### config.mk
export PLATFORM = sky130hd
export DESIGN_NAME = vsd_decode
export DESIGN_NICKNAME = d
export VERILOG_FILES = /design/src/logic/vsd_pkg.sv /design/src/logic/vsd_decode.sv
export SDC_FILE = /design/constraint.sdc
export NUM_CORES = 1
export LEC_CHECK = 0
export ABC_AREA = 0
export BUFFER_PORTS_ARGS = -buffer_cell sky130_fd_sc_hd__buf_2
export CAP_MARGIN = 0
export CORE_AREA = 2 2 177 179
export DETAILED_ROUTE_END_ITERATION = 6
export DIE_AREA = 0 0 179 181
export SLEW_MARGIN = 20
export SYNTH_ARGS = -nofsm -noshare
export SYNTH_HDL_FRONTEND = slang
export SYNTH_SLANG_ARGS = --single-unit
### constraint.sdc
create_clock -name clk -period 2.19 [get_ports clk]
set_input_delay 0.438 -clock clk [delete_from_list [all_inputs] [get_ports clk]]
set_output_delay 0.438 -clock clk [all_outputs]
set_load 0.02 [all_outputs]
### src/logic/vsd_pkg.sv
// Package: constants and carrier types for the VME slave decode block
package vsd_pkg;
  // Bus side offsets within the board window
  localparam logic [15:0] VSD_OFS_MEM_LAST = 16'h3FFF;
  localparam logic [15:0] VSD_OFS_IRQ_CTRL = 16'h8000;
  localparam logic [15:0] VSD_OFS_DSP_IRQ_A = 16'h8004;
  localparam logic [15:0] VSD_OFS_DSP_IRQ_B = 16'h8008;
  localparam logic [15:0] VSD_OFS_SOFT_RST = 16'h800C;
  // Accepted address modifiers
  localparam logic [5:0] VSD_AM_09 = 6'h09;
  localparam logic [5:0] VSD_AM_0A = 6'h0A;
  localparam logic [5:0] VSD_AM_0B = 6'h0B;
  localparam logic [5:0] VSD_AM_0D = 6'h0D;
  localparam logic [5:0] VSD_AM_0E = 6'h0E;
  localparam logic [5:0] VSD_AM_0F = 6'h0F;
  // Status/control register layout
  localparam int VSD_IRQ_RW_BITS = 11;
  localparam int VSD_IRQ_FLAG_BIT = 11;
  localparam logic [10:0] VSD_IRQ_CTRL_RESET = 11'h000;
  localparam logic [2:0] VSD_IRQ_LEVEL_OFF = 3'h0;
  // DSP data space windows (upper address nibble)
  localparam logic [3:0] VSD_DS_MEM_LO0 = 4'h4;
  localparam logic [3:0] VSD_DS_MEM_HI0 = 4'h5;
  localparam logic [3:0] VSD_DS_MEM_LO1 = 4'h6;
  localparam logic [3:0] VSD_DS_MEM_HI1 = 4'h7;
  localparam logic [3:0] VSD_DS_FIFO = 4'h8;
  localparam logic [15:0] VSD_DS_MEM_SPAN = 16'h07FF;
  // DSP I/O register indices (low byte of address)
  localparam logic [7:0] VSD_IO_EMPTY_LO = 8'h50;
  localparam logic [7:0] VSD_IO_EMPTY_HI = 8'h51;
  localparam logic [7:0] VSD_IO_FULL_LO = 8'h52;
  localparam logic [7:0] VSD_IO_FULL_HI = 8'h53;
  localparam logic [7:0] VSD_IO_EN_LO = 8'h54;
  localparam logic [7:0] VSD_IO_EN_HI = 8'h55;
  localparam logic [7:0] VSD_IO_TIME_FREE = 8'h56;
  localparam logic [7:0] VSD_IO_TIME_CAP = 8'h57;
  localparam logic [7:0] VSD_IO_SETUP = 8'h58;
  localparam logic [7:0] VSD_IO_TEST_LO = 8'h59;
  localparam logic [7:0] VSD_IO_TEST_HI = 8'h5A;
  localparam logic [7:0] VSD_IO_CH_RST = 8'h5B;
  // Test pulse width
  localparam int VSD_CLK_MHZ = 40;
  localparam int VSD_TEST_PULSE_NS = 50;
  localparam int VSD_TEST_CYC = (VSD_TEST_PULSE_NS * VSD_CLK_MHZ) / 1000;
  // Backplane cycle request
  typedef struct packed {
    logic [31:0] addr;
    logic [5:0] am;
    logic lword_n;
    logic write_n;
    logic iack_n;
  } vsd_vme_req_s;
  // DSP local strobe group
  typedef struct packed {
    logic [15:0] addr;
    logic [15:0] wdata;
    logic data_sel;
    logic io_sel;
    logic rd;
    logic wr;
  } vsd_dsp_req_s;
  typedef enum logic [1:0] {
    VSD_IDLE = 2'b00,
    VSD_ACK = 2'b01,
    VSD_BERR = 2'b10,
    VSD_WAIT = 2'b11
  } vsd_state_e;
endpackage

### src/logic/vsd_decode.sv
// VME slave address decode, control register and DSP space map
// How it works
// - Geo address on A20..A16, A23..A21 zero
// - Jumper byte matched against A31..A24
// - Slave only, A32 D32 with blocks
// - Only extended modifiers 09..0B and 0D..0F answered; acknowledge cycles answered with any modifier
// - Singles everywhere, blocks on memory only
// - Memory, control, triggers and reset mapped
// - Holes in window end in bus error
// - Control bits 10..0 RW, bit 11 flag
// - Interrupt level zero disables, default zero
// - Acknowledge cycle returns status/ID byte
// - Request on flag rising edge if enabled
// - Writes fire DSP interrupts or board reset
// - Memory halves mapped into DSP data space
// - Channel FIFOs decoded with aliases
// - Time tag read as two bytes
// - I/O registers decoded, aliased per 256
// - Setup wait and sample counts
// - Setup bit 8 picks channel mode
// - Setup bits 11..9 pick clock tap
// - Setup top bits show timing checks
// - Test bits make 50 ns pulses
`timescale 1ns/1ps
`default_nettype none
module vsd_decode
  import vsd_pkg::*;
(
  input wire logic clk, // 40 MHz board clock
  input wire logic rst_n, // Synchronous reset, active low
  input wire logic [4:0] geo_addr, // Slot geographic address (pin)
  input wire logic [7:0] jumper_addr, // Jumper-set upper address
  input wire logic as_n, // Address strobe (pin)
  input wire logic ds_n, // Data strobe (pin, both merged)
  input wire vsd_vme_req_s vme_req, // Address, modifier and direction
  input wire logic [31:0] vme_wdata, // Write data from backplane
  output logic [31:0] vme_rdata, // Read data to backplane
  output logic vme_data_oe, // Drive data lines
  output logic dtack_n, // Data acknowledge, active low
  output logic berr_n, // Bus error, active low
  output logic [7:1] irq_n, // Interrupt request lines, active low
  output logic mem_sel, // Shared memory select
  output logic [11:0] mem_addr, // Shared memory longword address
  output logic mem_we, // Shared memory write strobe
  output logic [15:0] dsp_mem_sel, // DSP memory byte-half select
  input wire logic dsp_busy_flag_output, // DSP busy flag (pin)
  output logic host_command_irq_a, // DSP interrupt A pulse
  output logic host_command_irq_b, // DSP interrupt B pulse
  output logic board_reset_n, // Whole board reset, active low
  input wire vsd_dsp_req_s dsp_req, // DSP local access
  output logic [15:0] dsp_rdata, // DSP read data
  input wire logic [31:0] ch_empty, // Channel FIFO empty flags
  input wire logic [31:0] ch_full, // Channel FIFO full flags
  input wire logic [15:0] fifo_data, // Selected FIFO word
  output logic [31:0] data_fifo_re, // Data FIFO read enables
  output logic [31:0] tag_fifo_re, // Time tag FIFO read enables
  output logic [31:0] ch_enable, // Channel enables
  output logic [31:0] test_pulse, // Channel test pulses
  output logic ch_reset, // Reset all channels pulse
  output logic [15:0] acquisition_setup_bits, // Setup register image
  input wire logic [1:0] timing_check, // Setup/hold check inputs
  input wire logic [1:0] setup_spare_in, // Unused input bits 13..12
  output logic [15:0] time_captured // Captured time value
);
  // ************************************************************
  // Pin synchronisers
  // ************************************************************
  logic [2:0] as_sync_reg, ds_sync_reg, flag_sync_reg;
  logic as_act, ds_act, flag_lvl, flag_prev_reg;
  // Three stages, assertion counts when stages two and three agree, release as soon as either shows it
  always_ff @(posedge clk)
  begin
    if (!rst_n)
    begin
      as_sync_reg <= 3'h7;
      ds_sync_reg <= 3'h7;
      flag_sync_reg <= 3'h0;
    end
    else
    begin
      as_sync_reg <= {as_sync_reg[1:0], as_n};
      ds_sync_reg <= {ds_sync_reg[1:0], ds_n};
      flag_sync_reg <= {flag_sync_reg[1:0], dsp_busy_flag_output};
    end
  end
  assign as_act = !as_sync_reg[1] && !as_sync_reg[2];
  assign ds_act = !ds_sync_reg[1] && !ds_sync_reg[2];
  assign flag_lvl = flag_sync_reg[1] && flag_sync_reg[2];

  // ************************************************************
  // Board selection
  // ************************************************************
  function automatic logic am_ok(input logic [5:0] am);
    am_ok = (am == VSD_AM_09) || (am == VSD_AM_0A) || (am == VSD_AM_0B) ||
      (am == VSD_AM_0D) || (am == VSD_AM_0E) || (am == VSD_AM_0F);
  endfunction
  logic board_hit, is_block, mem_hit, reg_hit, iack_hit;
  logic [10:0] ctrl_reg; // Status/ID and level; flag bit is read live
  logic irq_pend_reg; // Bus interrupt waiting for acknowledge
  logic [15:0] ofs;
  assign ofs = vme_req.addr[15:0];
  // Block modifiers are 0B and 0F
  assign is_block = (vme_req.am == VSD_AM_0B) || (vme_req.am == VSD_AM_0F);
  // geographic compare, upper middle bits zero
  // only longword, aligned cycles selected; checked here
  assign board_hit = (vme_req.addr[20:16] == geo_addr) && (vme_req.addr[23:21] == 3'h0)
    && (vme_req.addr[31:24] == jumper_addr) && am_ok(vme_req.am)
    && !vme_req.lword_n && (vme_req.addr[1:0] == 2'h0) && vme_req.iack_n;
  assign mem_hit = (ofs <= VSD_OFS_MEM_LAST);
  assign reg_hit = (ofs == VSD_OFS_IRQ_CTRL) || (ofs == VSD_OFS_DSP_IRQ_A) ||
    (ofs == VSD_OFS_DSP_IRQ_B) || (ofs == VSD_OFS_SOFT_RST);
  assign iack_hit = !vme_req.iack_n && (ctrl_reg[10:8] != VSD_IRQ_LEVEL_OFF)
    && (vme_req.addr[3:1] == ctrl_reg[10:8]) && irq_pend_reg;

  // ************************************************************
  // Cycle state machine
  // ************************************************************
  vsd_state_e state_reg;
  logic take;
  assign take = (state_reg == VSD_IDLE) && as_act && ds_act;
  // slave only: answers, never requests the bus
  always_ff @(posedge clk)
  begin
    if (!rst_n)
      state_reg <= VSD_IDLE;
    else
      unique case (state_reg)
        VSD_IDLE:
          if (take && iack_hit)
            state_reg <= VSD_ACK;
          else if (take && board_hit)
          begin
            if (mem_hit || (reg_hit && !is_block))
              state_reg <= VSD_ACK;
            else
              state_reg <= VSD_BERR;
          end
        // Hold answer until strobe released
        VSD_ACK, VSD_BERR:
          if (!ds_act)
            state_reg <= VSD_WAIT;
        // Pipelined: next cycle may start while address strobe held
        VSD_WAIT:
          state_reg <= VSD_IDLE;
      endcase
  end
  assign dtack_n = !(state_reg == VSD_ACK);
  assign berr_n = !(state_reg == VSD_BERR);

  // Access strobes taken on entry
  logic wr_take;
  assign wr_take = take && board_hit && !vme_req.write_n && !is_block && reg_hit;
  // Read data latched at take
  always_ff @(posedge clk)
  begin
    if (!rst_n)
      vme_rdata <= 32'h0000_0000;
    else if (take && iack_hit)
      vme_rdata <= {24'h00_0000, ctrl_reg[7:0]};
    else if (take && board_hit && (ofs == VSD_OFS_IRQ_CTRL))
      vme_rdata <= {20'h0_0000, flag_lvl, ctrl_reg};
    else if (take)
      vme_rdata <= 32'h0000_0000;
  end
  // Memory read data comes from the memory itself
  assign vme_data_oe = (state_reg == VSD_ACK) && vme_req.write_n && !(mem_sel);
  assign mem_sel = (state_reg == VSD_ACK) && vme_req.iack_n && mem_hit;
  assign mem_addr = ofs[13:2];
  assign mem_we = mem_sel && !vme_req.write_n;

  // ************************************************************
  // Status/control register and bus interrupt
  // ************************************************************
  // low bits read/write
  always_ff @(posedge clk)
  begin
    // Soft reset clears registers; cycle logic is spared so that write can finish
    if (!rst_n || !board_reset_n)
      ctrl_reg <= VSD_IRQ_CTRL_RESET;
    else if (wr_take && (ofs == VSD_OFS_IRQ_CTRL))
      ctrl_reg <= vme_wdata[VSD_IRQ_RW_BITS-1:0];
  end
  // rising edge, nonzero level; set wins over acknowledge
  always_ff @(posedge clk)
  begin
    if (!rst_n || !board_reset_n)
    begin
      flag_prev_reg <= 1'b0;
      irq_pend_reg <= 1'b0;
    end
    else
    begin
      flag_prev_reg <= flag_lvl;
      if (flag_lvl && !flag_prev_reg && (ctrl_reg[10:8] != VSD_IRQ_LEVEL_OFF))
        irq_pend_reg <= 1'b1;
      else if ((take && iack_hit) || (ctrl_reg[10:8] == VSD_IRQ_LEVEL_OFF))
        irq_pend_reg <= 1'b0;
    end
  end
  genvar gl;
  generate
    for (gl = 1; gl < 8; gl++)
    begin : g_irq
      assign irq_n[gl] = !(irq_pend_reg && (ctrl_reg[10:8] == 3'(gl)));
    end
  endgenerate

  // ************************************************************
  // Command triggers
  // ************************************************************
  // write-triggered pulses, data ignored
  always_ff @(posedge clk)
  begin
    if (!rst_n)
    begin
      host_command_irq_a <= 1'b0;
      host_command_irq_b <= 1'b0;
      board_reset_n <= 1'b1;
    end
    else
    begin
      host_command_irq_a <= wr_take && (ofs == VSD_OFS_DSP_IRQ_A);
      host_command_irq_b <= wr_take && (ofs == VSD_OFS_DSP_IRQ_B);
      board_reset_n <= !(wr_take && (ofs == VSD_OFS_SOFT_RST));
    end
  end

  // ************************************************************
  // DSP data space
  // ************************************************************
  logic [3:0] ds_top;
  assign ds_top = dsp_req.addr[15:12];
  // memory halves: one-hot of nibble window
  // Only nibbles 4..7 are memory; other windows must not select a half
  assign dsp_mem_sel = dsp_req.data_sel && (dsp_req.addr[11:0] <= VSD_DS_MEM_SPAN[11:0])
    && (ds_top >= VSD_DS_MEM_LO0) && (ds_top <= VSD_DS_MEM_HI1)
    ? (16'h0001 << ds_top) : 16'h0000;
  // FIFO decode with aliases across the 4K block
  logic fifo_win;
  assign fifo_win = dsp_req.data_sel && dsp_req.rd && (ds_top == VSD_DS_FIFO);
  assign data_fifo_re = (fifo_win && !dsp_req.addr[5]) ? (32'h0000_0001 << dsp_req.addr[4:0])
    : 32'h0000_0000;
  // tag byte order tracked per read, upper FIFO advance on second
  logic tag_half_reg;
  always_ff @(posedge clk)
  begin
    if (!rst_n || !board_reset_n)
      tag_half_reg <= 1'b0;
    else if (fifo_win && dsp_req.addr[5])
      tag_half_reg <= !tag_half_reg;
  end
  assign tag_fifo_re = (fifo_win && dsp_req.addr[5] && tag_half_reg)
    ? (32'h0000_0001 << dsp_req.addr[4:0]) : 32'h0000_0000;

  // ************************************************************
  // DSP I/O registers
  // ************************************************************
  logic [15:0] free_time_reg, setup_reg, test_cnt_reg;
  logic io_wr;
  logic [7:0] io_idx;
  // low byte decode, aliased every 256; up to 0x0FFF for writes, throughout for reads
  assign io_idx = dsp_req.addr[7:0];
  assign io_wr = dsp_req.io_sel && dsp_req.wr && (dsp_req.addr[15:12] == 4'h0);
  always_ff @(posedge clk)
  begin
    if (!rst_n || !board_reset_n)
    begin
      ch_enable <= 32'h0000_0000;
      time_captured <= 16'h0000;
      setup_reg <= 16'h0000;
      ch_reset <= 1'b0;
    end
    else
    begin
      ch_reset <= io_wr && (io_idx == VSD_IO_CH_RST);
      if (io_wr && (io_idx == VSD_IO_EN_LO))
        ch_enable[15:0] <= dsp_req.wdata;
      if (io_wr && (io_idx == VSD_IO_EN_HI))
        ch_enable[31:16] <= dsp_req.wdata;
      if (io_wr && (io_idx == VSD_IO_TIME_CAP))
        time_captured <= dsp_req.wdata;
      else if (io_wr && (io_idx == VSD_IO_CH_RST))
        time_captured <= free_time_reg;
      // wait and sample counts, mode, tap
      if (io_wr && (io_idx == VSD_IO_SETUP))
        setup_reg <= {4'h0, dsp_req.wdata[11:0]};
    end
  end
  // Free-running time counter, writable
  always_ff @(posedge clk)
  begin
    if (!rst_n || !board_reset_n)
      free_time_reg <= 16'h0000;
    else if (io_wr && (io_idx == VSD_IO_TIME_FREE))
      free_time_reg <= dsp_req.wdata;
    else
      free_time_reg <= free_time_reg + 16'h0001;
  end
  assign acquisition_setup_bits = {timing_check, setup_spare_in, setup_reg[11:0]};
  // 50 ns pulse per set bit
  logic [31:0] test_pat_reg;
  always_ff @(posedge clk)
  begin
    if (!rst_n || !board_reset_n)
    begin
      test_pat_reg <= 32'h0000_0000;
      test_cnt_reg <= 16'h0000;
    end
    else if (io_wr && (io_idx == VSD_IO_TEST_LO || io_idx == VSD_IO_TEST_HI))
    begin
      test_pat_reg <= (io_idx == VSD_IO_TEST_LO) ? {16'h0000, dsp_req.wdata}
        : {dsp_req.wdata, 16'h0000};
      test_cnt_reg <= 16'(VSD_TEST_CYC);
    end
    else if (test_cnt_reg != 16'h0000)
      test_cnt_reg <= test_cnt_reg - 16'h0001;
  end
  assign test_pulse = (test_cnt_reg != 16'h0000) ? test_pat_reg : 32'h0000_0000;
  // I/O and FIFO read mux; time tag upper byte zero
  always_comb
  begin
    dsp_rdata = 16'h0000;
    if (fifo_win && dsp_req.addr[5])
      dsp_rdata = {8'h00, tag_half_reg ? fifo_data[15:8] : fifo_data[7:0]};
    else if (fifo_win)
      dsp_rdata = fifo_data;
    else if (dsp_req.io_sel)
      unique case (io_idx)
        VSD_IO_EMPTY_LO: dsp_rdata = ch_empty[15:0];
        VSD_IO_EMPTY_HI: dsp_rdata = ch_empty[31:16];
        VSD_IO_FULL_LO: dsp_rdata = ch_full[15:0];
        VSD_IO_FULL_HI: dsp_rdata = ch_full[31:16];
        VSD_IO_EN_LO: dsp_rdata = ch_enable[15:0];
        VSD_IO_EN_HI: dsp_rdata = ch_enable[31:16];
        VSD_IO_TIME_FREE: dsp_rdata = free_time_reg;
        VSD_IO_TIME_CAP: dsp_rdata = time_captured;
        VSD_IO_SETUP: dsp_rdata = acquisition_setup_bits;
        default: dsp_rdata = 16'h0000;
      endcase
  end

  // ************************************************************
  // Assertions
  // ************************************************************
  a_no_ack_unsel: assert property (@(posedge clk) disable iff (!rst_n)
    (take && !board_hit && !iack_hit) |=> dtack_n && berr_n)
    else $error("acknowledged an unselected cycle");
  a_hole_berr: assert property (@(posedge clk) disable iff (!rst_n)
    (take && board_hit && !iack_hit && !mem_hit && !reg_hit) |=> !berr_n)
    else $error("hole not bus errored");
  a_irq_off: assert property (@(posedge clk) disable iff (!rst_n)
    (ctrl_reg[10:8] == VSD_IRQ_LEVEL_OFF) |=> !irq_pend_reg && (irq_n == 7'h7F))
    else $error("interrupt while disabled");
  a_irq_a_pulse: assert property (@(posedge clk) disable iff (!rst_n)
    (wr_take && ofs == VSD_OFS_DSP_IRQ_A) |=> host_command_irq_a ##1 !host_command_irq_a)
    else $error("dsp interrupt a pulse wrong");
  a_soft_reset: assert property (@(posedge clk) disable iff (!rst_n)
    (wr_take && ofs == VSD_OFS_SOFT_RST) |=> !board_reset_n)
    else $error("soft reset missing");
  a_flag_read: assert property (@(posedge clk) disable iff (!rst_n)
    (take && board_hit && !iack_hit && ofs == VSD_OFS_IRQ_CTRL) |=>
    vme_rdata[VSD_IRQ_FLAG_BIT] == $past(flag_lvl))
    else $error("flag bit not shown");
  a_test_width: assert property (@(posedge clk) disable iff (!rst_n)
    $rose(test_cnt_reg != 16'h0000) |-> (test_cnt_reg != 16'h0000) [*2] ##1
    (test_cnt_reg == 16'h0000))
    else $error("test pulse width wrong");
  a_geo_match: assert property (@(posedge clk) disable iff (!rst_n)
    (take && vme_req.addr[20:16] != geo_addr && vme_req.iack_n) |=> dtack_n && berr_n)
    else $error("geo mismatch answered");
endmodule
`default_nettype wire

# [After elaboration in Yosys (flattened, before gate mapping)]
# Index checks and enable logic that the tools add are counted.
[totals] reg_bits=165 latchBits=0 ramBits=0 rom_bits=0 input_bits=211 wordCells=203 memories=0
[op_classes] add_sub_neg=2 multipliers=0 div_mod_pow=0 n_lt_le_gt_ge=4 n_eq_ne=38 shift=2 n_mux=25 bitwise_logic=1 reduce_logical=109
[ops] operator="16-bit case mux with 9 select lines" count=1
[ops] operator="32-bit 2-to-1 mux" count=4
[ops] operator="16-bit 2-to-1 mux" count=7
[ops] operator="8-bit by 7-bit == test with 1-bit output (second input constant)" count=12
[ops] operator="16-bit == test (second input constant)" count=4
[ops] operator="1-bit logical AND" count=56
[ops] operator="6-bit by 4-bit == test with 1-bit output (second input constant)" count=6
[ops] operator="1-bit by 5-bit left shift with 32-bit output (first input constant)" count=1
[ops] operator="1-bit logical NOT" count=24
[ops] operator="12-bit 2-to-1 mux" count=2
[ops] operator="16-bit by 1-bit adder with 16-bit output (second input constant)" count=1
[ops] operator="16-bit by 14-bit less-or-equal comparator with 1-bit output (second input constant)" count=1
[ops] operator="8-bit 2-to-1 mux" count=2
[ops] operator="16-bit nonzero test" count=1
[ops] operator="1-bit by 4-bit left shift with 16-bit output (first input constant)" count=1
[ops] operator="16-bit by 1-bit subtractor with 16-bit output (second input constant)" count=1
[ops] operator="1-bit logical OR" count=13
[ops] operator="3-bit == test (second input constant)" count=4
[ops] operator="12-bit by 11-bit less-or-equal comparator with 1-bit output (second input constant)" count=1
[ops] operator="2-bit 2-to-1 mux" count=6
[ops] operator="8-bit == test" count=1
[ops] operator="2-bit nonzero test" count=4
[ops] operator="3-bit by 2-bit == test with 1-bit output (second input constant)" count=2
[ops] operator="3-bit logical NOT" count=2
[ops] operator="18 further kinds" count=24

# [Depth between registers and ports, before layout]
[depth] depth_word=16 depth_mapped=9 ltp_nobuf=7

# [Least setup slack after synthesis]
# Ideal clock, no wire load.
[synth_timing] path_type="input-to-output" startpoint="input dsp_req[21] (netlist bit)" endpoint="output dsp_rdata[1]" t_arrival_ns=2.167 required_time_ns=1.752 slack_ns=-0.415 stages=6 cell_sequence="buf_4 nor3_1 clkbuf_1 a22oi_1 and4_1 o21ai_0"
[synth_between] elab_chain_cells=5 word_cells_on_any_way=13 classes_between="eq/ne (9); mux (4)"
[synth_lines] item="start: declaration" line_no="vsd_decode.sv:50" text="input wire vsd_dsp_req_s dsp_req,"
[synth_lines] item="8-bit by 7-bit == test with 1-bit output" line_no="vsd_decode.sv:328" text="unique case (io_idx)"
[synth_lines] item="16-bit case mux with 9 select lines *" line_no="vsd_decode.sv:328"
[synth_lines] item="16-bit 2-to-1 mux *" line_no="vsd_decode.sv:327" text="else if (dsp_req.io_sel)"
[synth_lines] item="16-bit 2-to-1 mux *" line_no="vsd_decode.sv:325" text="else if (fifo_win)"
[synth_lines] item="16-bit 2-to-1 mux *" line_no="vsd_decode.sv:323" text="if (fifo_win && dsp_req.addr[5])"
[synth_lines] item="end: declaration" line_no="vsd_decode.sv:51" text="output logic [15:0] dsp_rdata,"
# Every way passes the cells marked *; elsewhere a longest branch is shown, timed or not.

# [Final worst setup path]
[layout_timing] startpoint="register test_cnt_reg[6]" endpoint="output test_pulse[18]"
[layout_between] elab_chain_cells=2
[layout_lines] item="start: declaration" line_no="vsd_decode.sv:258" text="logic [15:0] free_time_reg, setup_reg, test_cnt_reg;"
[layout_lines] item="start signal: assignment" line_no="vsd_decode.sv:313" text="test_cnt_reg <= 16'(VSD_TEST_CYC);"
[layout_lines] item="start signal: assignment" line_no="vsd_decode.sv:316" text="test_cnt_reg <= test_cnt_reg - 16'h0001;"
[layout_lines] item="16-bit nonzero test" line_no="vsd_decode.sv:318" text="assign test_pulse = (test_cnt_reg != 16'h0000) ? test_pat_reg : 32'h0000_0000;"
[layout_lines] item="32-bit 2-to-1 mux" line_no="vsd_decode.sv:318"
[layout_lines] item="end: declaration" line_no="vsd_decode.sv:58" text="output logic [31:0] test_pulse,"
# No other way between the ends.

==> flow_summary.ini <==
[placement]
hpwl_um = 34400
gp_congestion = 0.927
dpl.cell_count = 1978
io_buffers = 405
placed_area_um2 = 12500

[yosys]
ys_seq_area_share_pct = 38.0
ys.flop_type = dfxtp_1
yosys-top-cells-area = dfxtp_1, nand2_1, nor2_1, a22o_1, buf_4
syn_avg_cell_area_um2 = 7.90
yosys_warnings = 0
netlist_area_um2 = 8690
synth_top_area_share_pct = 38.0
synth_edf_count = 0
synth_top_cell_by_area = dfxtp_1
synth_cell_type_count = 63
synth_cells = 1100
ys_seq_elements = 165
async_flop_share_pct = 0

[finish]
syn_to_final_growth_pct = 76.5
postLayoutCellArea_um2 = 15300
drive_gt1_share_pct = 50.7
layout_common_cells = buf_2, dfxtp_1, nand2_1, buf_6, buf_4
finalNetCount = 1876
finalNonFillerCells = 2073
final_common_cell = buf_2

[clocking]
cts_tree = built
numCtsBuffers = 17
h-tree-depth = 4
cts_root_buffer = clkbuf_16
cts_buffer_depth = 2
clk-insertion-delay-late_ns = 0.42
clk_pin_slew_ns = 0.06
cts.sinks = 165

[global_route]
grtUsageTotal_pct = 26.7
grt_pass1_wl_um = 64400
first_global_vias = 10600
grt_overflow_total = 0
antenna_found_initial = 8
grt_max_degree = 36

[die]
fp.dieW_um = 179
dieArea_um2 = 32400
io_pins = 463
core_area_um2 = 30300
rows = 64
start_util_pct = 28.6
die_h_um = 181

[critical_path]
cp_max_fo = 16
crit_required_ns = 1.75
reg2reg_depth = 7
cp.arrival_ns = 2.26
startpoint_type = flip-flop
worst_setup_path_end_kind = output port
critPathKind = flip-flop to output port

[routing]
ant_nets = 0
wirelength_met1_um = 15800
dr.pass1.iters = 7
drc = 1
route.vias.total = 10900
met3WireLength_um = 4570
initialDrtViolationCount = 922
wl_met2_um = 24100
wl_per_cell_um = 22.7
routed_wl_um = 47100
vias_per_cell = 5.24
top_layer = met5

[sta]
final.min_clock_period_ns = 2.70
fin_setup_tns_ns = -32.60
holdWs_ns = 0.202
rsz0062_at_grt = true
finClkSkew_ns = 0.0104
finalSetupViolations = 112
slew_headroom_pct = 66.2
fin_ws_ns = -0.511
finalCritPeriodShare_pct = 123
max_clock_freq_mhz = 370
hold_viol = 0
maxSlewViolCount = 0
worst_slew_pin_slew_ns = 0.507

[power_and_ir_drop]
power_density_nw_per_um2 = 555
p_total_mw = 8.52
p_leak_nw = 6.48
peakVddDrop_mv = 0.411

[worst_hold_path]
hold_class = input pin to flip-flop
min_path_cells = 2

[outcome]
run_status = finished, violations left
violations = design-rule violations, negative setup slack

[run]
maxCapViolCount = 0
## layout make-up
type / instances / area, µm²
flip-flops and latches: 165 / 3300
repair buffers: 623 / 4910
diodes: 6 / 15.0
clock inverters: 12 / 145
inverters: 11 / 41.3
fillers: 2790 / 15000
well taps: 396 / 495
multi-input cells: 841 / 5990
clock buffers: 19 / 443
## final timing paths
check | endpoint | slack [ns] | start
setup reg to reg | test_cnt_reg[15]$_SDFFE_PP0N_ | 0.03 | test_cnt_reg[6]$_SDFFE_PP0N_
setup / recovery | test_pulse[18] | -0.51 | test_cnt_reg[6]$_SDFFE_PP0N_
hold reg to reg | ds_sync_reg[1]$_SDFF_PN1_ | 0.41 | ds_sync_reg[0]$_SDFF_PN1_
hold / removal | ds_sync_reg[0]$_SDFF_PN1_ | 0.20 | ds_n
## Yosys cell counts (all sizes together), types with 2 or more instances
cell type  instances
a21oi             70
xor2              21
a31oi              8
or3                4
ha                 6
nand4bb            2
and2              37
a21o               7
nor4b              3
inv               10
nand4b             2
a311oi            11
and3              12
nand2            160
o22ai              7
buf               60
a22o              49
o2111ai            2
a211o              2
or4                2
nor2b              9
and4               3
a22oi             29
nor4bb             2
nor3              19
a211oi            22
xnor2             21
nand3             44
nor2             156
o21ai             21
a221oi            20
nor3b              4
nand3b             2
clkbuf            54
nand2b            11
o211ai             2
mux2i              3
a222oi             9
nor4               8
nand4             10
dfxtp            165
## report_power, final
group          internal, mW  switching (mW)
Clock                  1.73            1.34
Sequential             3.12           0.110
Combinational          1.07            1.15
Total                  5.92            2.60
## what timing repair did
action,CTS,global route
hold endpoints to repair,0,0
cloned,3,5
endpoints found under the setup margin,111,132
gates resized for setup,302,156
hold buffers,0,0
pin swaps,66,47
setup buffers,35,21
## cell families after synthesis
family,synth area share [%]
AND/OR/NAND/NOR,26.9
AO/OA/AOI/OAI,21.7
flip-flops,38.0
buffers and inverters,7.80
XOR/XNOR,4.23
adder cells (fa/ha/maj),0.864
multiplexers,0.475
other,0.0431
## critical path, stage by stage (launching register included)
cell,delay (ns)
dfxtp_2,0.32
or4_4,0.56
nor3_4,0.16
nand4bb_1,0.17
buf_6,0.17
clkbuf_16,0.16
and2_1,0.16
buf_2,0.15
## stage by stage
step | util (%) | setup slack (ns)
finish | 50.6 | -0.511
detailed placement | 41.1 | -0.398
CTS | 47.9 | -0.494
global placement | 41.1 | -0.382
global route | 50.5 | -0.643
floorplan | - | -0.114
## per-layer routing
layer,vias to the layer above,global-route usage [%]
met4,4,15.7
li1,4987,-
met5,-,0
met3,128,8.31
met1,5153,27.2
met2,596,47.4
No activity file was read; power rests on OpenSTA's default activity.
